$ cat src/rtl/event_ctrl_map.svh
// Register offsets, field layout and reset values of the event controller
`ifndef EVENT_CTRL_MAP_SVH
`define EVENT_CTRL_MAP_SVH

// ==========================================================================
// Register offsets (byte addresses on the register port)
`define OFS_CORE_EVENT_LATCH      8'h00
`define OFS_CORE_EVENT_MASK       8'h04
`define OFS_CORE_EVENT_PENDING    8'h08
`define OFS_SYSTEM_SOURCE_MASK    8'h0C
`define OFS_SYSTEM_SOURCE_STATUS  8'h10
`define OFS_SYSTEM_WAKEUP_ENABLE  8'h14
`define OFS_SOURCE_ASSIGNMENT0    8'h18
`define OFS_SOURCE_ASSIGNMENT1    8'h1C
`define OFS_SOURCE_ASSIGNMENT2    8'h20
`define OFS_SOURCE_ASSIGNMENT3    8'h24

// ==========================================================================
// Field layout
`define CORE_EVENTS               16
`define SYSTEM_SOURCES            32
`define GP_FIRST                  7
`define GP_INPUTS                 9
`define ASSIGN_FIELD_BITS         4
`define ASSIGN_FIELDS_PER_REG     8

// ==========================================================================
// Reset values
`define RST_CORE_EVENT_LATCH      16'h0000
`define RST_CORE_EVENT_MASK       16'h0000
`define RST_CORE_EVENT_PENDING    16'h0000
`define RST_SYSTEM_SOURCE_MASK    32'h00000000
`define RST_SYSTEM_WAKEUP_ENABLE  32'h00000000
`define RST_GLOBAL_ENABLE         1'b0

// ==========================================================================
// Timing in core clocks
`define EDGE_DETECT_CYCLES        2
`define SYNC_STAGES               2

`endif

$ cat src/rtl/event_ctrl_pkg.sv
// Types shared by the event controller files
package event_ctrl_pkg;

    typedef logic [15:0] core_vec_t;
    typedef logic [31:0] source_vec_t;
    typedef logic [3:0]  event_index_t;
    typedef logic [3:0]  assign_field_t;

endpackage

$ cat src/rtl/two_stage_event_controller.sv
// Two-stage event controller: system stage routing and core stage latching
`timescale 1ns/1ps
`include "event_ctrl_map.svh"

// Behaviour
// - Core stage holds sixteen-bit latch, mask and pending registers.
// - Latch bit sets on capture, clears by itself once event is accepted.
// - Software latch writes take effect only on bits whose mask is zero.
// - Mask one lets a latched event be serviced; zero blocks but keeps it.
// - Core mask readable and writable only in supervisor mode.
// - Global enable for general inputs, set and cleared by instructions.
// - Pending bit set while event active or nested; supervisor read only.
// - System stage has 32-bit mask, status and wakeup-enable registers.
// - System mask one passes a peripheral request; zero blocks it.
// - Status bit reads one while its peripheral asserts request, delayed by the two synchroniser cycles.
// - Wakeup-enabled source wakes the processor when idle or asleep.
// - System stage uses core pending as acknowledgement of forwarded request.
// - Latch sets on rising edge at event input; detection takes two cycles.
// - Latch bit clears when its pending bit sets.
// - After pending sets, the next rising edge is recognised and queued.
// - At least three cycles from general input edge to pending asserting.
// - Sixteen positions, zero highest; higher preempts lower, nesting allowed.
// - Positions 7 to 15 are the nine general inputs from the system stage.
// - Assignment registers route each source to a general input, default map.
module two_stage_event_controller (
    input  wire logic        clock,
    input  wire logic        rst_b,
    // Register port
    input  wire logic        regWrite,
    input  wire logic        regRead,
    input  wire logic [7:0]  regAddr,
    input  wire logic [31:0] regWdata,
    output logic      [31:0] regRdata,
    input  wire logic        supervisor,
    // Peripheral request pins and dedicated core events 0..6
    input  wire logic [31:0] peripheralRequest,
    input  wire logic [6:0]  dedicatedEvent,
    // Sequencer side
    input  wire logic        enableInterrupts,
    input  wire logic        disableInterrupts,
    input  wire logic        acceptReady,
    input  wire logic        eventReturn,
    input  wire logic        coreIdle,
    output logic             eventTake,
    output logic      [3:0]  eventIndex,
    output logic      [15:0] pendingEvents,
    output logic             wakeRequest
);

    // ======================================================================
    // Declarations
    localparam int NEV = `CORE_EVENTS;
    localparam int NSRC = `SYSTEM_SOURCES;
    localparam int NGP = `GP_INPUTS;
    localparam int GP0 = `GP_FIRST;
    localparam int FB = `ASSIGN_FIELD_BITS;
    localparam int FPR = `ASSIGN_FIELDS_PER_REG;

    event_ctrl_pkg::core_vec_t     coreEventLatch;
    event_ctrl_pkg::core_vec_t     coreEventMask;
    event_ctrl_pkg::core_vec_t     coreEventPending;
    event_ctrl_pkg::source_vec_t   systemSourceMask;
    event_ctrl_pkg::source_vec_t   systemSourceStatus;
    event_ctrl_pkg::source_vec_t   systemWakeupEnable;
    event_ctrl_pkg::assign_field_t sourceAssignment [NSRC];
    logic                          globalEnable;

    logic [6:0]                    dedicatedSynced;
    logic [NGP-1:0]                gpCombined;
    logic [NGP-1:0]                gpRequest;
    logic [NGP-1:0]                ackHold;
    event_ctrl_pkg::core_vec_t     eventInput;
    event_ctrl_pkg::core_vec_t     eventInputDly;
    event_ctrl_pkg::core_vec_t     edgeSeen;
    event_ctrl_pkg::core_vec_t     pendingDly;

    event_ctrl_pkg::core_vec_t     eligible;
    event_ctrl_pkg::core_vec_t     takeVec;
    event_ctrl_pkg::core_vec_t     returnVec;
    event_ctrl_pkg::event_index_t  pickIndex;
    logic                          pickValid;
    logic [4:0]                    currentLevel;
    logic                          take;

    logic                          wrLatch;
    logic                          wrMask;
    logic                          wrSysMask;
    logic                          wrWakeup;
    logic [3:0]                    wrAssign;

    // ======================================================================
    // Input synchronisation
    pin_synchronizer #(
        .WIDTH (NSRC)
    ) uSyncSources (
        .clock  (clock),
        .rst_b  (rst_b),
        .async  (peripheralRequest),
        .synced (systemSourceStatus)
    );

    pin_synchronizer #(
        .WIDTH (7)
    ) uSyncDedicated (
        .clock  (clock),
        .rst_b  (rst_b),
        .async  (dedicatedEvent),
        .synced (dedicatedSynced)
    );

    // ======================================================================
    // Write decode; all register writes need supervisor mode
    always_comb begin
        wrLatch   = 1'b0;
        wrMask    = 1'b0;
        wrSysMask = 1'b0;
        wrWakeup  = 1'b0;
        wrAssign  = 4'h0;
        if (regWrite && supervisor) begin
            if (regAddr == `OFS_CORE_EVENT_LATCH) begin
                wrLatch = 1'b1;
            end else if (regAddr == `OFS_CORE_EVENT_MASK) begin
                wrMask = 1'b1;
            end else if (regAddr == `OFS_SYSTEM_SOURCE_MASK) begin
                wrSysMask = 1'b1;
            end else if (regAddr == `OFS_SYSTEM_WAKEUP_ENABLE) begin
                wrWakeup = 1'b1;
            end else if (regAddr == `OFS_SOURCE_ASSIGNMENT0) begin
                wrAssign = 4'h1;
            end else if (regAddr == `OFS_SOURCE_ASSIGNMENT1) begin
                wrAssign = 4'h2;
            end else if (regAddr == `OFS_SOURCE_ASSIGNMENT2) begin
                wrAssign = 4'h4;
            end else if (regAddr == `OFS_SOURCE_ASSIGNMENT3) begin
                wrAssign = 4'h8;
            end
        end
    end

    // ======================================================================
    // System stage: mask, wakeup enable and assignment registers
    always_ff @(posedge clock or negedge rst_b) begin
        if (!rst_b) begin
            systemSourceMask <= `RST_SYSTEM_SOURCE_MASK;
        end else if (wrSysMask) begin
            systemSourceMask <= regWdata;
        end
    end

    always_ff @(posedge clock or negedge rst_b) begin
        if (!rst_b) begin
            systemWakeupEnable <= `RST_SYSTEM_WAKEUP_ENABLE;
        end else if (wrWakeup) begin
            systemWakeupEnable <= regWdata;
        end
    end

    genvar s;
    generate
        for (s = 0; s < NSRC; s++) begin : gAssign
            // Default spreads sources round-robin over the general inputs
            localparam logic [FB-1:0] DEF = FB'(s % NGP);
            always_ff @(posedge clock or negedge rst_b) begin
                if (!rst_b) begin
                    sourceAssignment[s] <= DEF;
                end else if (wrAssign[s / FPR]) begin
                    sourceAssignment[s] <=
                        regWdata[(s % FPR) * FB +: FB];
                end
            end
        end
    endgenerate

    // Merge unmasked sources per general input
    always_comb begin
        gpCombined = '0;
        for (int g = 0; g < NGP; g++) begin
            for (int k = 0; k < NSRC; k++) begin
                if (systemSourceStatus[k] && systemSourceMask[k]
                    && sourceAssignment[k] == FB'(g)) begin
                    gpCombined[g] = 1'b1;
                end
            end
        end
    end

    // A pending rise acknowledges the input; dropping the request for one
    // cycle lets a source that is still asserting make a fresh edge, since
    // several sources may share the input and would otherwise be lost
    always_ff @(posedge clock or negedge rst_b) begin
        if (!rst_b) begin
            ackHold <= '0;
        end else begin
            ackHold <= coreEventPending[GP0 +: NGP]
                       & ~pendingDly[GP0 +: NGP];
        end
    end

    assign gpRequest = gpCombined & ~ackHold;

    always_ff @(posedge clock or negedge rst_b) begin
        if (!rst_b) begin
            wakeRequest <= 1'b0;
        end else begin
            wakeRequest <= coreIdle
                && |(systemSourceStatus & systemWakeupEnable);
        end
    end

    // ======================================================================
    // Core stage: edge detection
    assign eventInput = {gpRequest, dedicatedSynced};

    always_ff @(posedge clock or negedge rst_b) begin
        if (!rst_b) begin
            eventInputDly <= '0;
            edgeSeen      <= '0;
            pendingDly    <= `RST_CORE_EVENT_PENDING;
        end else begin
            eventInputDly <= eventInput;
            edgeSeen      <= eventInput & ~eventInputDly;
            pendingDly    <= coreEventPending;
        end
    end

    // ======================================================================
    // Core stage: priority and nesting
    always_comb begin
        eligible = coreEventLatch & coreEventMask;
        if (!globalEnable) begin
            eligible[NEV-1:GP0] = '0;
        end
    end

    always_comb begin
        pickValid = 1'b0;
        pickIndex = '0;
        for (int i = NEV - 1; i >= 0; i--) begin
            if (eligible[i]) begin
                pickValid = 1'b1;
                pickIndex = 4'(i);
            end
        end
    end

    // Innermost active level; 16 means nothing is active
    always_comb begin
        currentLevel = 5'h10;
        returnVec    = '0;
        for (int i = NEV - 1; i >= 0; i--) begin
            if (coreEventPending[i]) begin
                currentLevel = 5'(i);
            end
        end
        if (eventReturn && currentLevel != 5'h10) begin
            returnVec[currentLevel[3:0]] = 1'b1;
        end
    end

    // Only a strictly higher priority may nest over the active level
    assign take = pickValid && acceptReady
                  && ({1'b0, pickIndex} < currentLevel);

    always_comb begin
        takeVec = '0;
        if (take) begin
            takeVec[pickIndex] = 1'b1;
        end
    end

    // ======================================================================
    // Core stage registers
    always_ff @(posedge clock or negedge rst_b) begin
        if (!rst_b) begin
            globalEnable <= `RST_GLOBAL_ENABLE;
        end else if (enableInterrupts) begin
            globalEnable <= 1'b1;
        end else if (disableInterrupts) begin
            globalEnable <= 1'b0;
        end
    end

    always_ff @(posedge clock or negedge rst_b) begin
        if (!rst_b) begin
            coreEventMask <= `RST_CORE_EVENT_MASK;
        end else if (wrMask) begin
            coreEventMask <= regWdata[NEV-1:0];
        end
    end

    // A fresh edge wins over both the entry clear and a software write
    always_ff @(posedge clock or negedge rst_b) begin
        if (!rst_b) begin
            coreEventLatch <= `RST_CORE_EVENT_LATCH;
        end else if (wrLatch) begin
            coreEventLatch <= ((coreEventLatch & ~takeVec & coreEventMask)
                               | (regWdata[NEV-1:0] & ~coreEventMask))
                              | edgeSeen;
        end else begin
            coreEventLatch <= (coreEventLatch & ~takeVec)
                              | edgeSeen;
        end
    end

    always_ff @(posedge clock or negedge rst_b) begin
        if (!rst_b) begin
            coreEventPending <= `RST_CORE_EVENT_PENDING;
        end else begin
            coreEventPending <= (coreEventPending & ~returnVec)
                                | takeVec;
        end
    end

    always_ff @(posedge clock or negedge rst_b) begin
        if (!rst_b) begin
            eventTake  <= 1'b0;
            eventIndex <= '0;
        end else begin
            eventTake <= take;
            if (take) begin
                eventIndex <= pickIndex;
            end
        end
    end

    assign pendingEvents = coreEventPending;

    // ======================================================================
    // Read data; outside supervisor mode every register reads zero
    always_ff @(posedge clock or negedge rst_b) begin
        if (!rst_b) begin
            regRdata <= '0;
        end else if (regRead) begin
            regRdata <= '0;
            if (!supervisor) begin
                regRdata <= '0;
            end else if (regAddr == `OFS_CORE_EVENT_LATCH) begin
                regRdata <= {16'h0000, coreEventLatch};
            end else if (regAddr == `OFS_CORE_EVENT_MASK) begin
                regRdata <= {16'h0000, coreEventMask};
            end else if (regAddr == `OFS_CORE_EVENT_PENDING) begin
                regRdata <= {16'h0000, coreEventPending};
            end else if (regAddr == `OFS_SYSTEM_SOURCE_MASK) begin
                regRdata <= systemSourceMask;
            end else if (regAddr == `OFS_SYSTEM_SOURCE_STATUS) begin
                regRdata <= systemSourceStatus;
            end else if (regAddr == `OFS_SYSTEM_WAKEUP_ENABLE) begin
                regRdata <= systemWakeupEnable;
            end else if (regAddr == `OFS_SOURCE_ASSIGNMENT0) begin
                regRdata <= packAssign(0);
            end else if (regAddr == `OFS_SOURCE_ASSIGNMENT1) begin
                regRdata <= packAssign(1);
            end else if (regAddr == `OFS_SOURCE_ASSIGNMENT2) begin
                regRdata <= packAssign(2);
            end else if (regAddr == `OFS_SOURCE_ASSIGNMENT3) begin
                regRdata <= packAssign(3);
            end
        end
    end

    function automatic logic [31:0] packAssign(input int reg_n);
        logic [31:0] word;
        word = '0;
        for (int f = 0; f < FPR; f++) begin
            word[f * FB +: FB] = sourceAssignment[reg_n * FPR + f];
        end
        return word;
    endfunction

endmodule

$ cat src/rtl/pin_synchronizer.sv
// Two-flop synchroniser bank for asynchronous request pins
`timescale 1ns/1ps

module pin_synchronizer #(
    parameter int WIDTH = 32
) (
    input  wire logic             clock,
    input  wire logic             rst_b,
    input  wire logic [WIDTH-1:0] async,
    output logic      [WIDTH-1:0] synced
);

    // ======================================================================
    // Per-bit double flop; the first stage feeds only the second
    genvar i;
    generate
        for (i = 0; i < WIDTH; i++) begin : gBit
            logic meta;
            always_ff @(posedge clock or negedge rst_b) begin
                if (!rst_b) begin
                    meta      <= 1'b0;
                    synced[i] <= 1'b0;
                end else begin
                    meta      <= async[i];
                    synced[i] <= meta;
                end
            end
        end
    endgenerate

endmodule

$ cat config.mk
export PLATFORM = sky130hd
export DESIGN_NAME = two_stage_event_controller
export DESIGN_NICKNAME = d
export VERILOG_FILES = /design/src/rtl/event_ctrl_pkg.sv /design/src/rtl/two_stage_event_controller.sv /design/src/rtl/pin_synchronizer.sv
export VERILOG_INCLUDE_DIRS = /design/src /design/src/rtl
export SDC_FILE = /design/constraint.sdc
export NUM_CORES = 1
export LEC_CHECK = 0
export BUFFER_PORTS_ARGS = -buffer_cell sky130_fd_sc_hd__buf_2
export CAP_MARGIN = 20
export CORE_MARGIN = 2
export CORE_UTILIZATION = 55
export DETAILED_ROUTE_END_ITERATION = 10
export PLACE_DENSITY = 0.71
export SETUP_SLACK_MARGIN = 0.05
export SKIP_CTS_REPAIR_TIMING = 1
export SLEW_MARGIN = 25
export SYNTH_ARGS = -nofsm -noshare
export SYNTH_HDL_FRONTEND = slang
export SYNTH_HIERARCHICAL = 1
export SYNTH_SLANG_ARGS = --single-unit
$ cat constraint.sdc
create_clock -name clock -period 6.6 [get_ports clock]
set_clock_uncertainty 0.1 [all_clocks]
set_input_delay 1.98 -clock clock [delete_from_list [all_inputs] [get_ports clock]]
set_output_delay 1.98 -clock clock [all_outputs]
set_load 0.03 [all_outputs]
# Yosys cells after proc, flatten, opt, wreduce, memory -nomap -nowiden
# Cells that the tools add are included.
totals:
  elab_cells: 1156
  inputBits: 89
  out_inout_bits: 54
  ff_bits: 414
op_classes:
  n_eq_ne: 266
  n_reduce_logical: 362
  magnitude_cmp: 5
  bitwise_logic: 19
  muxes: 380
ops:
  columns: ["operator", "n"]
  rows:
  - ["4-bit by 3-bit equality test with 1-bit output, second input constant", 128]
  - ["32-bit two-way mux", 11]
  - ["1-bit logical AND", 327]
  - ["1-bit two-way mux", 322]
  - ["4-bit by 2-bit equality test with 1-bit output, second input constant", 64]
  - ["4-bit by 1-bit equality test with 1-bit output, second input constant", 32]
  - ["4-bit equality test, second input constant", 32]
  - ["4-bit logical NOT", 32]
  - ["4-bit two-way mux", 25]
  - ["16-bit AND", 6]
  - ["5-bit two-way mux", 16]
  - ["16-bit NOT", 4]
  - ["16-bit OR", 4]
  - ["16-bit two-way mux", 3]
  - ["32-bit AND", 1]
  - ["8-bit by 5-bit equality test with 1-bit output, second input constant", 4]
  - ["32-bit OR reduction", 1]
  - ["9-bit AND", 2]
  - ["9-bit NOT", 2]
  - ["8-bit by 4-bit equality test with 1-bit output, second input constant", 2]
  - ["8-bit by 6-bit equality test with 1-bit output, second input constant", 2]
  - ["4-bit by 5-bit < comparator with 1-bit output, second input constant", 2]
  - ["9-bit two-way mux", 1]
  - ["1-bit demux with 4-bit select", 2]
  - ["other kinds (6)", 7]

# Longest topological paths before layout
depth:
  depth_word: 36
  mapped_depth: 13
  depth_no_buf: 12

# Hierarchy
# Netlist, hierarchy kept.
modules_own_cells:
  columns: ["module", "seq_area_each_um2", "area_per_inst_um2", "n_inst", "cells_each"]
  rows:
  - ["two_stage_event_controller", 8287.9, 18161.2, 1, 1792]
  - ["pin_synchronizer at uSyncSources", 1601.5, 1601.5, 1, 64]
  - ["pin_synchronizer at uSyncDedicated", 350.3, 350.3, 1, 14]

# Worst setup path after synthesis
# No wires, ideal clock.
synth_path:
  path_kind: "in2reg"
  start: "input regAddr[4]"
  end: "register sourceAssignment[33] in the netlist's numbering"
  path_buffers: 3
  required_time_ns: 6.372
  arrival_time_ns: 3.767
  cell_stages: 7
  setup_ns: 0.128
  setup_slack_ns: 2.605
  path_cell_list: "or4b_4 or2_1 buf_2 or3_1 buf_2 buf_6 mux2_1"
synth_via:
  elab_chain_len: 9
  elab_cells_between_ends: 15
  cone_classes: "eq/ne: 6; mux: 8; reduce/logical: 1"
synth_rtl:
  columns: ["element", "line", "text"]
  rows:
  - ["from (decl)", "two_stage_event_controller.sv:31", "input wire logic [7:0] regAddr,"]
  - ["8-bit by 6-bit equality test with 1-bit output (no line)", null, null]
  - ["4-bit two-way mux", "two_stage_event_controller.sv:132", "end else if (regAddr == `OFS_SOURCE_ASSIGNMENT2) begin"]
  - ["4-bit two-way mux", "two_stage_event_controller.sv:130", "end else if (regAddr == `OFS_SOURCE_ASSIGNMENT1) begin"]
  - ["4-bit two-way mux", "two_stage_event_controller.sv:128", "end else if (regAddr == `OFS_SOURCE_ASSIGNMENT0) begin"]
  - ["4-bit two-way mux", "two_stage_event_controller.sv:126", "end else if (regAddr == `OFS_SYSTEM_WAKEUP_ENABLE) begin"]
  - ["4-bit two-way mux", "two_stage_event_controller.sv:124", "end else if (regAddr == `OFS_SYSTEM_SOURCE_MASK) begin"]
  - ["4-bit two-way mux", "two_stage_event_controller.sv:122", "end else if (regAddr == `OFS_CORE_EVENT_MASK) begin"]
  - ["4-bit two-way mux (*)", "two_stage_event_controller.sv:120", "if (regAddr == `OFS_CORE_EVENT_LATCH) begin"]
  - ["4-bit two-way mux (*)", "two_stage_event_controller.sv:119", "if (regWrite && supervisor) begin"]
  - ["to (signal, indexed assignment)", "two_stage_event_controller.sv:167", "sourceAssignment[s] <="]
  - ["to (decl)", "two_stage_event_controller.sv:65", "event_ctrl_pkg::assign_field_t sourceAssignment [NSRC];"]
# Mark *: on every way between the ends. The rest lies on a longest branch, timed or not.
# A chain may end at the register's enable or synchronous reset.

# Worst setup path in the final report
layout_path:
  start: "input regAddr[3]"
  end: "register coreEventMask[2]"
layout_via:
  elab_chain_len: 4
  elab_cells_between_ends: 5
  cone_classes: "eq/ne: 1; mux: 3; reduce/logical: 1"
layout_rtl:
  columns: ["element", "line", "text"]
  rows:
  - ["8-bit by 3-bit equality test with 1-bit output (no line)", null, null]
  - ["1-bit two-way mux", "two_stage_event_controller.sv:122", null]
  - ["1-bit two-way mux (*)", "two_stage_event_controller.sv:120", null]
  - ["1-bit two-way mux (*)", "two_stage_event_controller.sv:119", null]
  - ["to (signal assigned)", "two_stage_event_controller.sv:285", "coreEventMask <= `RST_CORE_EVENT_MASK;"]
  - ["to (signal assigned)", "two_stage_event_controller.sv:287", "coreEventMask <= regWdata[NEV-1:0];"]
  - ["to (decl)", "two_stage_event_controller.sv:60", "event_ctrl_pkg::core_vec_t coreEventMask;"]
# Marks and branches as above.

==> results.md <==
* Sw Share at 0.277
* I/O Buffers at 142
* Starting Density at 0.553
* Wire per inst at 35.8 um
* FF-to-FF path depth at 13
* Sw power at 1.63 mW
* Clock Latency Late Sink at 0.60 ns
* Vias in the first global route at 17355
* Critical R2R Launch: globalEnable$_DFFE_PN0P_
* Via density per instance at 7.36
* Tcrit/Tclk final at 0.698
* CP required at 6.97 ns
* Antenna violations before repair at 2
* Most frequent cell after synthesis: dfrtp_1
* Global-route wire length before repair at 126000 um
* DRC Markers at 1
* GP Congestion at 1.05
* DRT Pass-1 Iters at 11
* FF+latch area at 10200 um^2
* Crit-path slowest cell: nor2_1
* Sequential area share after synthesis at 0.509
* Fmax at 0.217 GHz
* Yosys top cell by area: dfrtp_1
* Die X at 195 um
* Reg2reg end: coreEventLatch[0]$_DFF_PN0_
* Worst path max stage delay at 0.78 ns
* Synth Instances at 1870
* Critical path depth at 5
* CTS sink count at 407
* Netlist cell types at 83
* Max transition margin at 0.274
* Largest fanout on the critical path at 40
* Reg2reg setup slack at 2.40 ns
* Worst slew pin tran at 1.08 ns
* Clock Power Share at 0.436
* Total gr overflow at 0
* Cell Pwr Density at 259 nW/um^2
* Ys flop type: dfrtp_1
* Crit path capture: coreEventMask[2]$_DFFE_PN0P_
* Layout net count at 2075
* Worst path arrival time at 4.98 ns
* Crit. Startpoint: regAddr[3]
* Failing checks: DRC
* DP HPWL at 66000 um
* Post-Syn Area at 20100 um^2
* Core footprint at 36300 um^2
* Post-route ant nets at 0
* Antenna Cells at 0
* Clock slew at reported path FFs at 0.07 ns
* Maximum root-to-sink buffer count at 3
* TNS Setup at 0 ns
* CTS tree: yes
* WHS at 0.247 ns
* Endpoints failing setup at 0
* Gr usage total at 0.467
* Cell internal pwr at 4.26 mW
* Power share of the combinational group at 0.094
* Htree depth at 2
* Crit end category: register
* CTS root buffer: clkbuf_16
* Vias at 18290
* Largest net degree at the start of global routing at 123
* Initial drt markers at 3058
* Number of synthesized flops with an enable pin at 0
* FP Rows at 70
* Final min period at 4.60 ns
* Most frequent cells after synthesis: dfrtp_1, mux2_2, nor2_1
* Yosys synthesis warning count at 6
* Layout cells sized above 1 at 0.260
* Worst Setup Start Kind: primary input
* LEAKAGE at 10.3 nW
* Multi-input gate area at 9400 um^2
* Die Height at 195 um
* Io pins at 143
* Max Cap Viol at 0
* Worst Hold Class: register to register
* Worst IR Drop VDD at 0.334 mV
* RSZ-0062 raised after global routing: no
* Max-slew violations at 0
* Sequential power share at 0.470
* Hold depth at 0
* Final wirelength at 89000 um
* Synth top area share at 0.452
* Syn nets at 1962
* Synth top area cells: dfrtp_1, mux2_2, dfstp_2
* Die area at 38100 um^2
* Final Hold Fails at 0
* Critical path class: primary input to register
* Status: complete, but fails checks
* Flip-flop and latch count after synthesis at 407
* Synth Area per Inst at 10.8 um^2
* Fillers at 2787
* Asr flop ratio synth at 1.00
* CP Cell Sequence: buf_2, or3_1, nor2_1, nand2_1, mux2_2
* CTS Buf Count at 44
* Crit path max-delay family: simple AND/OR/NAND/NOR gates
* Area growth syn-to-layout at 13.1%
* Worst path bufs/invs at 1
==> worst register-to-register path, cell delays in order, from the launching register on <==
cell      delay [ns]
dfrtp_1         0.49
a32o_1          0.33
a21oi_1         0.13
a21oi_1         0.09
o21ai_1         0.13
buf_4           0.20
clkinv_1        0.34
ha_1            0.42
o21a_1          0.17
o21a_1          0.18
o22ai_1         0.33
a31oi_1         0.28
or3_1           0.56
a221o_1         0.35
==> metrics by stage <==
stage | worst slack, ns | instance area, um^2 | utilization | power (mW) | std cells
after floorplan | 2.61 | 20100 | - | 3.02 | 1870
final | 2.00 | 22800 | 0.626 | 5.89 | 2486
after CTS | 2.14 | 22700 | 0.625 | 5.87 | 2485
after global placement | 1.70 | 21200 | 0.584 | 3.31 | 2404
after global routing | 1.95 | 22800 | 0.626 | 6.03 | 2486
after detailed placement | 1.55 | 21200 | 0.584 | 3.33 | 2404
==> layout make-up <==
class | count | area share
timing repair buffer | 164 | 0.0410
multi-input combinational | 1342 | 0.413
clock inverter | 23 | 0.0124
tap | 468 | 0.0257
clock buffer | 58 | 0.0538
sequential | 407 | 0.450
inverter | 24 | 0.00396
==> per-layer routing <==
| layer | vias up | track usage | wire length (um) |
|---|---|---|---|
| met5 | - | 0 | 0 |
| met1 | 9073 | 0.631 | 33200 |
| met3 | 349 | 0.168 | 13000 |
| met4 | 0 | 0.228 | 5630 |
| li1 | 7294 | - | - |
| met2 | 1574 | 0.670 | 37100 |
==> registers in the layout (all words and copies together) (netlist names), 32 cells and up <==
name,cells
sourceAssignment,128
regRdata,32
systemSourceMask,32
systemWakeupEnable,32
uSyncSources/gBit.meta,32
uSyncSources/synced,32
==> worst min-delay path by stage <==
stage | start | end | slack [ns]
finish | uSyncSources/gBit[31].meta$_DFF_PN0_ | uSyncSources/synced[31]$_DFF_PN0_ | 0.25
global placement | uSyncSources/gBit[30].meta$_DFF_PN0_ | uSyncSources/synced[30]$_DFF_PN0_ | 0.23
detailed placement | uSyncSources/gBit[31].meta$_DFF_PN0_ | uSyncSources/synced[31]$_DFF_PN0_ | 0.23
global route | uSyncSources/gBit[28].meta$_DFF_PN0_ | uSyncSources/synced[28]$_DFF_PN0_ | 0.25
CTS | uSyncSources/gBit[31].meta$_DFF_PN0_ | uSyncSources/synced[31]$_DFF_PN0_ | 0.25
floorplan | uSyncDedicated/gBit[0].meta$_DFF_PN0_ | uSyncDedicated/synced[0]$_DFF_PN0_ | 0.23
==> cell families (layout without fill, tap and decap cells) <==
kind of cell | Yosys count | count (layout) | synth area share
adders and majority gates | 3 | 3 | 0.00187
buffers and inverters | 121 | 269 | 0.0251
and+or+nand+nor | 648 | 648 | 0.174
muxes | 270 | 270 | 0.149
AOI/OAI and AO/OA | 421 | 421 | 0.141
DFF | 407 | 407 | 0.509
==> power groups by stage <==
stage | Clock [mW] | Sequential (mW) | Combinational (mW)
global route | 2.67 | 2.77 | 0.585
floorplan | 0 | 2.74 | 0.281
finish | 2.57 | 2.77 | 0.552
detailed placement | 0 | 2.79 | 0.532
global placement | 0 | 2.79 | 0.516
CTS | 2.58 | 2.75 | 0.536
==> cells in the final DEF, fill, tap and decap left out, types with 7 or more instances in the layout <==
master and n:
dfrtp_1 363, mux2_2 218, buf_2 140, nor2_1 126
nand2_1 114, a21oi_1 111, nor3_1 89, o21ai_0 80
nand3_1 63, mux2i_1 45, clkbuf_16 44, dfstp_2 44
a21o_1 37, nor4_1 33, nor2b_1 32, nor3b_1 29
nand4_1 27, nand2b_1 24, o22ai_1 24, nand3b_1 24
a222oi_1 24, nand4b_1 22, inv_1 21, buf_4 20
a22oi_1 18, a31oi_1 17, o32ai_1 17, a22o_1 14
or3_1 10, clkinv_2 9, a221oi_1 8, a2111oi_0 7
o311ai_0 7, clkbuf_8 7, clkbuf_1 7
No activity file was read; power rests on OpenSTA's default activity.
